==> config.mk <==
export PLATFORM = sky130hd
export DESIGN_NAME = startup_output_mode_failsafe
export DESIGN_NICKNAME = d
export VERILOG_FILES = /design/src/startup_pkg.sv /design/src/startup_output_mode_failsafe.sv
export SDC_FILE = /design/constraint.sdc
export NUM_CORES = 2
export LEC_CHECK = 0
export BUFFER_PORTS_ARGS = -buffer_cell sky130_fd_sc_hd__buf_2
export CAP_MARGIN = 25
export CORE_MARGIN = 4
export CORE_UTILIZATION = 50
export DETAILED_ROUTE_END_ITERATION = 10
export GPL_ROUTABILITY_DRIVEN = 0
export HOLD_SLACK_MARGIN = 0.05
export PLACE_DENSITY = 0.66
export SETUP_SLACK_MARGIN = 0.05
export SLEW_MARGIN = 20
export SYNTH_ARGS = -nofsm -noshare
export SYNTH_HDL_FRONTEND = slang
export SYNTH_SLANG_ARGS = --single-unit
==> constraint.sdc <==
create_clock -name mclk_i -period 72.1 [get_ports mclk_i]
set_input_delay 10.815 -clock mclk_i [delete_from_list [all_inputs] [get_ports mclk_i]]
set_output_delay 10.815 -clock mclk_i [all_outputs]
set_load 0.05 [all_outputs]
==> src/startup_pkg.sv <==
// Functional notes
// hold reset 500us-2ms, pin tri-stated
// config readout, signature check, pin low_diag_range
// optional 10ms ROM check, pin low_diag_range
// start routine lasts five ADC conversions
// start routine pin depends on one-wire mode
// startup error enters diagnostic_state, pin low
// then measure and output; window precedes analog; ANALOG_WITH_OWI_WINDOW opens the window with the pin driven
// result is unsigned 15-bit fraction, readable
// clip analog result to programmed limits
// remove offset, temperature; correct to third order
// all durations derived from the oscillator clock; the code counts mclk cycles scaled by CLK_KHZ instead
// owi_only_mode: analog off, one-wire readout allowed
// window up to 500ms accepts enter_command_cmd
// master overdrives analog pin to send command
// analog_only_mode: analog on, one-wire readout refused
// any failure: diagnostic_state, pin low, error code
// watchdog or oscillator fault raises diagnostic_state
// memory check errors and register parity fail
// sensor wire, temperature sensor, aging faults fail
// normal, command and diagnostic working states
// command inside window enters command_state
package startup_pkg;
    localparam int unsigned CLK_KHZ = 40_000;
    localparam int unsigned OSC_KHZ = 3_000;
    localparam int unsigned SETTLE_MIN_US = 500;
    localparam int unsigned CONFIG_US = 200;
    localparam int unsigned ROM_CHECK_MS = 10;
    localparam int unsigned WINDOW_MAX_MS = 500;
    localparam int unsigned START_ADC_TIMES = 5;
    localparam int unsigned SETTLE_CYC = SETTLE_MIN_US * CLK_KHZ / 1000;
    localparam int unsigned CONFIG_CYC = CONFIG_US * CLK_KHZ / 1000;
    localparam int unsigned ROM_CYC = ROM_CHECK_MS * CLK_KHZ;
    localparam int unsigned WINDOW_CYC = WINDOW_MAX_MS * CLK_KHZ;
    // conversion time is 2^(res+1) oscillator periods
    localparam int unsigned ADC13_CYC = (2 ** 14) * CLK_KHZ / OSC_KHZ;
    localparam int unsigned ADC14_CYC = (2 ** 15) * CLK_KHZ / OSC_KHZ;
    localparam int unsigned START13_CYC = START_ADC_TIMES * ADC13_CYC;
    localparam int unsigned START14_CYC = START_ADC_TIMES * ADC14_CYC;

    localparam logic [7:0] CTRL_OFS = 8'h00;
    localparam logic [7:0] LIMIT_OFS = 8'h04;
    localparam logic [7:0] OFFSET_TC_OFS = 8'h08;
    localparam logic [7:0] NONLIN_OFS = 8'h0C;
    localparam logic [7:0] STATUS_OFS = 8'h10;
    localparam logic [7:0] RESULT_OFS = 8'h14;
    localparam int ROM_EN_BIT = 2;
    localparam int RES14_BIT = 3;
    localparam int EXIT_CMD_BIT = 4;
    localparam int LIM_HI_LSB = 16;
    localparam int STAT_FLT_LSB = 8;
    localparam int STAT_PAR_BIT = 16;
    localparam logic [31:0] CTRL_MASK = 32'h0000_000F;
    localparam logic [31:0] LIMIT_MASK = 32'h7FFF_7FFF;
    localparam logic [31:0] CTRL_RST = 32'h0000_0001;
    localparam logic [31:0] LIMIT_RST = 32'h7FFF_0000;
    localparam logic [31:0] COEF_RST = 32'h0000_0000;
    localparam logic [11:0] LDR_CODE = 12'h040;
    localparam logic [15:0] ERR_CODE = 16'h8001;
    localparam logic [1:0] RESP_OKAY = 2'h0;
    localparam logic [1:0] RESP_SLVERR = 2'h2;

    typedef enum logic [1:0] {
        OWI_ONLY_MODE,
        OWI_WINDOW_THEN_ANALOG,
        ANALOG_WITH_OWI_WINDOW,
        ANALOG_ONLY_MODE
    } mode_t;

    typedef enum logic [2:0] {
        ST_SETTLE,
        ST_CONFIG,
        ST_ROMCHK,
        ST_START,
        ST_WINDOW,
        ST_NORMAL,
        ST_COMMAND,
        ST_DIAG
    } state_t;

    typedef struct packed {
        logic wdog;
        logic osc;
        logic nvm;
        logic ram;
        logic wire_break;
        logic wire_short;
        logic temp_sensor;
        logic aging;
    } fault_t;

    typedef struct packed {
        state_t st;
        logic [31:0] cnt;
        logic win_open;
        fault_t flt_s1;
        fault_t flt_s2;
        fault_t flags;
        logic par_err;
        logic [31:0] ctrl_w;
        logic [31:0] limit_w;
        logic [31:0] ofs_w;
        logic [31:0] nl_w;
        logic par;
        logic [14:0] result;
        logic out_oe;
        logic [11:0] out_code;
        logic owi_ack;
        logic owi_nak;
        logic [15:0] owi_data;
        logic aw_have;
        logic w_have;
        logic [7:0] awaddr;
        logic [31:0] wdata;
        logic [3:0] wstrb;
        logic awready;
        logic wready;
        logic bvalid;
        logic [1:0] bresp;
        logic arready;
        logic rvalid;
        logic [31:0] rdata;
        logic [1:0] rresp;
    } core_t;
endpackage

==> src/startup_output_mode_failsafe.sv <==
`timescale 1ns/1ps
module startup_output_mode_failsafe #(
    parameter int unsigned SETTLE_CYCLES = startup_pkg::SETTLE_CYC,
    parameter int unsigned CONFIG_CYCLES = startup_pkg::CONFIG_CYC,
    parameter int unsigned ROM_CYCLES = startup_pkg::ROM_CYC,
    parameter int unsigned START13_CYCLES = startup_pkg::START13_CYC,
    parameter int unsigned START14_CYCLES = startup_pkg::START14_CYC,
    parameter int unsigned WINDOW_CYCLES = startup_pkg::WINDOW_CYC
) (
    // clock, reset, enable
    input wire logic mclk_i,
    input wire logic rst_i,
    input wire logic ce_i,
    // axi4-lite slave
    input wire logic [7:0] s_axi_awaddr,
    input wire logic s_axi_awvalid,
    output logic s_axi_awready,
    input wire logic [31:0] s_axi_wdata,
    input wire logic [3:0] s_axi_wstrb,
    input wire logic s_axi_wvalid,
    output logic s_axi_wready,
    output logic [1:0] s_axi_bresp,
    output logic s_axi_bvalid,
    input wire logic s_axi_bready,
    input wire logic [7:0] s_axi_araddr,
    input wire logic s_axi_arvalid,
    output logic s_axi_arready,
    output logic [31:0] s_axi_rdata,
    output logic [1:0] s_axi_rresp,
    output logic s_axi_rvalid,
    input wire logic s_axi_rready,
    // fault detectors, asynchronous
    input wire startup_pkg::fault_t fault_i,
    // configuration loader and rom checker results
    input wire logic sig_ok_i,
    input wire logic rom_ok_i,
    // converter samples
    input wire logic adc_valid_i,
    input wire logic [15:0] adc_bridge_i,
    input wire logic [15:0] adc_temp_i,
    // one-wire decoder
    input wire logic cmd_enter_i,
    input wire logic owi_rd_req_i,
    output logic owi_rd_ack_o,
    output logic owi_rd_nak_o,
    output logic [15:0] owi_rd_data_o,
    // output pin driver
    output logic out_oe_o,
    output logic [11:0] out_code_o,
    output startup_pkg::state_t state_o
);
    import startup_pkg::*;

    core_t r;
    core_t n;

    function automatic logic [31:0] merge(input logic [31:0] old,
            input logic [31:0] wd, input logic [3:0] be,
            input logic [31:0] mask);
        logic [31:0] v;
        v = old;
        for (int i = 0; i < 4; i++) begin
            if (be[i]) begin
                v[i*8 +: 8] = wd[i*8 +: 8];
            end
        end
        return v & mask;
    endfunction

    function automatic logic signed [47:0] sx(input logic [15:0] v);
        return 48'($signed(v));
    endfunction

    always_comb begin
        logic signed [47:0] s;
        logic signed [47:0] sq;
        logic signed [47:0] cu;
        logic signed [47:0] y;
        logic [14:0] clip;
        logic par_bad;
        logic any_fault;
        logic [31:0] start_cyc;
        mode_t mode;
        fault_t clr;
        logic exit_cmd;
        s = '0;
        sq = '0;
        cu = '0;
        y = '0;
        clip = '0;
        clr = '0;
        exit_cmd = 1'b0;
        par_bad = (^{r.ctrl_w, r.limit_w, r.ofs_w, r.nl_w}) != r.par;
        any_fault = (|r.flt_s2) | par_bad;
        mode = mode_t'(r.ctrl_w[1:0]);
        start_cyc = r.ctrl_w[RES14_BIT] ? 32'(START14_CYCLES)
                                        : 32'(START13_CYCLES);
        n = r;

        // two-stage synchroniser on the asynchronous fault lines
        n.flt_s1 = fault_i;
        n.flt_s2 = r.flt_s1;

        // register writes
        if (r.aw_have && r.w_have && !r.bvalid) begin
            n.aw_have = 1'b0;
            n.w_have = 1'b0;
            n.bvalid = 1'b1;
            n.bresp = RESP_OKAY;
            case (r.awaddr)
                CTRL_OFS: begin
                    n.ctrl_w = merge(r.ctrl_w, r.wdata, r.wstrb, CTRL_MASK);
                    exit_cmd = r.wstrb[0] & r.wdata[EXIT_CMD_BIT];
                end
                LIMIT_OFS: begin
                    n.limit_w = merge(r.limit_w, r.wdata, r.wstrb,
                                      LIMIT_MASK);
                end
                OFFSET_TC_OFS: begin
                    n.ofs_w = merge(r.ofs_w, r.wdata, r.wstrb, '1);
                end
                NONLIN_OFS: begin
                    n.nl_w = merge(r.nl_w, r.wdata, r.wstrb, '1);
                end
                STATUS_OFS: begin
                    if (r.wstrb[1]) begin
                        clr = r.wdata[STAT_FLT_LSB +: 8];
                    end
                end
                RESULT_OFS: begin
                    n.bresp = RESP_OKAY;
                end
                default: begin
                    n.bresp = RESP_SLVERR;
                end
            endcase
            // parity follows every legal update; corruption breaks it
            n.par = ^{n.ctrl_w, n.limit_w, n.ofs_w, n.nl_w};
        end
        if (r.bvalid && s_axi_bready) begin
            n.bvalid = 1'b0;
        end
        if (s_axi_awvalid && r.awready) begin
            n.aw_have = 1'b1;
            n.awaddr = {s_axi_awaddr[7:2], 2'b00};
        end
        if (s_axi_wvalid && r.wready) begin
            n.w_have = 1'b1;
            n.wdata = s_axi_wdata;
            n.wstrb = s_axi_wstrb;
        end

        // register reads
        if (r.rvalid && s_axi_rready) begin
            n.rvalid = 1'b0;
        end
        if (s_axi_arvalid && r.arready) begin
            n.rvalid = 1'b1;
            n.rresp = RESP_OKAY;
            n.rdata = '0;
            case ({s_axi_araddr[7:2], 2'b00})
                CTRL_OFS: n.rdata = r.ctrl_w;
                LIMIT_OFS: n.rdata = r.limit_w;
                OFFSET_TC_OFS: n.rdata = r.ofs_w;
                NONLIN_OFS: n.rdata = r.nl_w;
                STATUS_OFS: begin
                    n.rdata[2:0] = r.st;
                    n.rdata[STAT_FLT_LSB +: 8] = r.flags;
                    n.rdata[STAT_PAR_BIT] = r.par_err;
                end
                RESULT_OFS: begin
                    n.rdata = (r.st == ST_DIAG) ? 32'(ERR_CODE)
                                                : 32'(r.result);
                end
                default: n.rresp = RESP_SLVERR;
            endcase
        end
        n.awready = !n.aw_have && !n.bvalid;
        n.wready = !n.w_have && !n.bvalid;
        n.arready = !n.rvalid;

        // sticky fault flags: a new fault wins over its clear
        n.flags = (r.flags & ~clr) | r.flt_s2;
        n.par_err = r.par_err | par_bad;

        // sequencer; counts are mclk cycles at CLK_KHZ, not oscillator periods
        n.cnt = r.cnt + 32'h1;
        case (r.st)
            ST_SETTLE: begin
                if (r.cnt >= 32'(SETTLE_CYCLES - 1)) begin
                    n.st = ST_CONFIG;
                    n.cnt = '0;
                end
            end
            ST_CONFIG: begin
                if (r.cnt >= 32'(CONFIG_CYCLES - 1)) begin
                    n.cnt = '0;
                    if (!sig_ok_i) begin
                        n.st = ST_DIAG;
                    end else if (r.ctrl_w[ROM_EN_BIT]) begin
                        n.st = ST_ROMCHK;
                    end else begin
                        n.st = ST_START;
                    end
                end
            end
            ST_ROMCHK: begin
                if (r.cnt >= 32'(ROM_CYCLES - 1)) begin
                    n.cnt = '0;
                    n.st = rom_ok_i ? ST_START : ST_DIAG;
                end
            end
            ST_START: begin
                if (r.cnt >= start_cyc - 32'h1) begin
                    n.cnt = '0;
                    n.win_open = (mode == OWI_WINDOW_THEN_ANALOG) ||
                                 (mode == ANALOG_WITH_OWI_WINDOW);
                    n.st = (mode == OWI_WINDOW_THEN_ANALOG) ? ST_WINDOW
                                                            : ST_NORMAL;
                end
            end
            ST_WINDOW: begin
                if (cmd_enter_i) begin
                    n.st = ST_COMMAND;
                    n.win_open = 1'b0;
                end else if (r.cnt >= 32'(WINDOW_CYCLES - 1)) begin
                    n.st = ST_NORMAL;
                    n.win_open = 1'b0;
                end
            end
            ST_NORMAL: begin
                if (!r.win_open) begin
                    n.cnt = r.cnt;
                end else if (cmd_enter_i) begin
                    // master overdrove the live analog pin
                    n.st = ST_COMMAND;
                    n.win_open = 1'b0;
                end else if (r.cnt >= 32'(WINDOW_CYCLES - 1)) begin
                    n.win_open = 1'b0;
                end
            end
            ST_COMMAND: begin
                n.cnt = r.cnt;
                if (exit_cmd) begin
                    n.st = ST_NORMAL;
                end
            end
            ST_DIAG: begin
                n.cnt = r.cnt;
            end
            default: begin
                n.st = ST_DIAG;
            end
        endcase
        // diagnostic state is left only through reset
        if (any_fault && r.st != ST_SETTLE) begin
            n.st = ST_DIAG;
            n.win_open = 1'b0;
        end

        // conditioning: offset, temperature, 2nd and 3rd order terms
        if (adc_valid_i && (r.st == ST_NORMAL || r.st == ST_COMMAND)) begin
            s = 48'($signed({1'b0, adc_bridge_i})) - sx(r.ofs_w[15:0])
                - ((sx(r.ofs_w[31:16]) * sx(adc_temp_i)) >>> 15);
            sq = (s * s) >>> 15;
            cu = (sq * s) >>> 15;
            y = s + ((sx(r.nl_w[15:0]) * sq) >>> 15)
                  + ((sx(r.nl_w[31:16]) * cu) >>> 15);
            if (y < 0) begin
                n.result = '0;
            end else if (y > 48'sh7FFF) begin
                n.result = 15'h7FFF;
            end else begin
                n.result = y[14:0];
            end
        end
        clip = n.result;
        if (clip < n.limit_w[14:0]) begin
            clip = n.limit_w[14:0];
        end
        if (clip > n.limit_w[LIM_HI_LSB +: 15]) begin
            clip = n.limit_w[LIM_HI_LSB +: 15];
        end

        // pin driver follows the next state
        n.out_code = LDR_CODE;
        case (n.st)
            ST_SETTLE: n.out_oe = 1'b0;
            ST_CONFIG, ST_ROMCHK, ST_DIAG: n.out_oe = 1'b1;
            ST_START: begin
                n.out_oe = (mode == ANALOG_WITH_OWI_WINDOW) ||
                           (mode == ANALOG_ONLY_MODE);
            end
            ST_WINDOW, ST_COMMAND: n.out_oe = 1'b0;
            ST_NORMAL: begin
                n.out_oe = (mode != OWI_ONLY_MODE);
                n.out_code = clip[14:3];
            end
            default: n.out_oe = 1'b1;
        endcase

        // one-wire readout of the conditioned value
        n.owi_ack = 1'b0;
        n.owi_nak = 1'b0;
        if (owi_rd_req_i) begin
            if (mode == ANALOG_ONLY_MODE) begin
                n.owi_nak = 1'b1;
            end else begin
                n.owi_ack = 1'b1;
                n.owi_data = (r.st == ST_DIAG) ? ERR_CODE
                                               : {1'b0, r.result};
            end
        end
    end

    always_ff @(posedge mclk_i) begin
        if (rst_i) begin
            r <= '0;
            r.ctrl_w <= CTRL_RST;
            r.limit_w <= LIMIT_RST;
            r.ofs_w <= COEF_RST;
            r.nl_w <= COEF_RST;
            r.par <= ^{CTRL_RST, LIMIT_RST, COEF_RST, COEF_RST};
            r.out_code <= LDR_CODE;
        end else if (ce_i) begin
            r <= n;
        end
    end

    assign s_axi_awready = r.awready;
    assign s_axi_wready = r.wready;
    assign s_axi_bvalid = r.bvalid;
    assign s_axi_bresp = r.bresp;
    assign s_axi_arready = r.arready;
    assign s_axi_rvalid = r.rvalid;
    assign s_axi_rdata = r.rdata;
    assign s_axi_rresp = r.rresp;
    assign owi_rd_ack_o = r.owi_ack;
    assign owi_rd_nak_o = r.owi_nak;
    assign owi_rd_data_o = r.owi_data;
    assign out_oe_o = r.out_oe;
    assign out_code_o = r.out_code;
    assign state_o = r.st;

    logic fault_now;
    logic [31:0] start_len;
    assign fault_now = (|r.flt_s2)
        | ((^{r.ctrl_w, r.limit_w, r.ofs_w, r.nl_w}) != r.par);
    assign start_len = r.ctrl_w[RES14_BIT] ? 32'(START14_CYCLES)
                                           : 32'(START13_CYCLES);
endmodule

==> metrics.txt <==
Hold Path Stages 2; Final period util 0.6836; Cell Rows 149; Iteration-0 DRC Markers 4378; Worst Hold Class flop to flop; Die H 416.7 um; FF-to-FF setup slack 32350 ps; normalized max-slew margin 0.2440; Clock Tree Buf Depth 3; htree depth 2; CTS tree done; dominant synthesized flop cell dfxtp_1; Setup CP Type input pin to flop; Buffers on Ports 173; most used cell, CP fa_1; layout cell share with drive strength beyond 1 0.05674; Crit path required time 72470 ps; Ports 180; Post-synth EDFFs 0; status complete, no violations; P&R area growth vs syn 5.242%; WL/cell 19.90 um; Yosys warnings 0; Nets 11680; clock sink total 319; fin crit period 49290 ps; CTS Hold Bufs 0; CTS Buf Count 34; reg2reg end out_code_o[8]$_SDFFE_PP0P_; hold path endpoint s_axi_rdata[15]$_SDFFE_PP0P_; Post-DRT Antenna Nets 0; Mapped Area 83530 um2; PostCTS Resize Cnt 0; iteration count of the initial detailed-routing pass 6; actual slew at the worst max-slew pin 1132 ps; Avg Cell Area, Syn 9.030 um2; initial core utilization 0.5045; post-synthesis sequential area ratio 0.07646; setup_tns 0 ps; Max Transition Viols Final 0; fmax 0.02029 GHz; largest net degree at the start of global routing 107; crit end category flop; vias in the first global route 66690; initial antenna violation count 2; # setup viols final 0; unrepaired setup endpoints after global routing no; Worst-path clk slew 60 ps; global-route wire length before repair 367.0 mm; Crit Reg-Reg Startpoint r[188]$_SDFFE_PP0P_; CP Max Fanout 38; CP max stage cell nand4_1; DIE AREA 173700 um2; Core Footprint 165500 um2; max cap viols 0; Die X 416.7 um; worst-skew pair later-pin latency 540 ps; Congestion Overflow GR 0; post-synthesis register bit count 319; Setup Skew 25.84 ps; via count 61780; Distinct cells, synth 87; Mapped Cells 9250; Hold Violations, Final 0; R2R cell count 148; DR DRC count 0; fraction of registers with async set/reset 0; setup bufs post-CTS 0; slowest stage delay, CP 700 ps; via-per-instance ratio 5.450; Hold Startpoint s_axi_rdata[15]$_SDFFE_PP0P_; Root Driver clkbuf_16; final wirelength 225.6 mm; dpl hpwl 178.3 mm; All-Layer GR Usage 0.2663; critical path arrival 49660 ps; startpoint types input pin
==> flip-flops by register name, indices dropped and copies added, names as in the netlist, 3 cells and up <==
name           cells
s_axi_rdata       32
state_o            3
out_code_o        12
n                  8
owi_rd_data_o     16
r                238
==> worst max-delay path by stage <==
| stage | slack [ps] | startpoint | end |
|---|---|---|---|
| after global placement | 22930 | adc_temp_i[4] | out_code_o[9]$_SDFFE_PP0P_ |
| after global routing | 20550 | adc_temp_i[4] | out_code_o[5]$_SDFFE_PP0P_ |
| final | 22810 | adc_temp_i[4] | out_code_o[8]$_SDFFE_PP0P_ |
| after CTS | 22870 | adc_temp_i[4] | out_code_o[4]$_SDFFE_PP0P_ |
| after detailed placement | 22430 | adc_temp_i[4] | out_code_o[4]$_SDFFE_PP0P_ |
| after floorplan | 27220 | adc_temp_i[1] | out_code_o[0]$_SDFFE_PP0P_ |
==> routing by layer <==
layer  global-route usage  vias to the layer above  share of wire
li1                     -                    27420              -
met1               0.3440                    31680           0.39
met2               0.4557                     2207           0.49
met3              0.03381                      480          0.069
met4               0.1075                        0          0.049
met5                    0                        -              0
==> cells in the mapped netlist, drive strengths merged, types with 7 or more instances <==
master   instances  area share
o21a            49      0.0044
or2             10     0.00075
nor4            11     0.00082
buf             97      0.0076
xnor2          295       0.031
o21ai          110      0.0066
mux2i          143       0.017
a21o            94      0.0084
and3            30      0.0022
ha             599       0.090
nand2b          36      0.0027
a211o           23      0.0024
o211ai          14      0.0013
nor2           679       0.031
and2           536       0.040
and4             8     0.00084
clkinv           7     0.00031
or3             15      0.0011
o21bai          21      0.0019
dfxtp          319       0.076
mux4            32      0.0086
a221oi          13      0.0014
a21oi          229       0.014
nand4           38      0.0028
o31ai            8     0.00078
o2111ai          7     0.00081
nand3           62      0.0037
xor2           121       0.013
fa            1851        0.44
a2bb2oi         13      0.0014
clkbuf         412       0.019
xnor3           10      0.0027
inv           1925       0.087
a211oi          26      0.0024
nand2         1147       0.052
or4              9     0.00081
a311oi          12      0.0013
nor3            79      0.0047
a22oi           51      0.0046
nor2b           32      0.0024
==> metrics by stage <==
stage          instances  worst slack (ps)  area (um2)  utilization  hold slack [ps]
4_1_cts            11330             22870       87810       0.5304            452.8
6_report           11340             22810       87900       0.5310            452.3
3_5_place_dp       11270             22430       86610       0.5232            445.8
2_1_floorplan       9251             27220       83530            -            432.3
5_1_grt            11340             20550       87900       0.5310            484.0
3_3_place_gp       11270             22930       86530       0.5227            441.7
==> final cells by class <==
class | instances | area, um2
diodes | 1 | 2.502
clock buffers | 46 | 965.9
clock inverters | 16 | 232.7
fillers | 15090 | 77650
inverters | 1932 | 7252
multi-input cells | 6491 | 68080
flip-flops and latches | 319 | 6389
well taps | 2189 | 2739
repair buffers | 343 | 2241
==> kinds of logic (layout without fill, tap and decap cells) <==
logic type	Yosys count	after routing	share of synthesized area
AND/OR/NAND/NOR	2705	2705	0.1466
other	1	3	0.00004490
multiplexers	180	180	0.02644
buffers and inverters	2441	2337	0.1129
adder cells (fa/ha/maj)	2450	2450	0.5334
XOR/XNOR	426	426	0.04632
flip-flops	319	319	0.07646
AO/OA/AOI/OAI	728	728	0.05787
==> worst max-delay path: cells and delay by family <==
kind / cells / cell delay (ps)
buf+inv: 20 / 3000
fa+ha+maj: 37 / 16360
xor+xnor: 4 / 1360
compound gates: 59 / 12970
simple gates: 29 / 4970
==> cells in the final DEF (no fill, tap or decap), types with 32 or more instances in the layout <==
cell       synthesis  routed
a21oi_1          228     227
buf_4             67     163
ha_1             599     599
inv_1           1925    1925
nand3_1           62      61
and2_1           536     536
dfxtp_1          319     317
fa_1            1851    1850
buf_2             14     172
nor2_1           679     677
nand4_1           38      38
a22oi_1           51      51
clkbuf_16          0      34
a21o_1            94      94
mux2i_1          143     143
nor3_1            79      78
nand2_1         1147    1147
xor2_1           121     107
mux4_2            32      32
o21a_1            48      48
nand2b_1          36      36
o21ai_0          103     103
xnor2_1          295     267
Power is left out: the tool's default activity adds up to more than one toggle a clock period on the data nets, which glitch-free logic cannot reach.
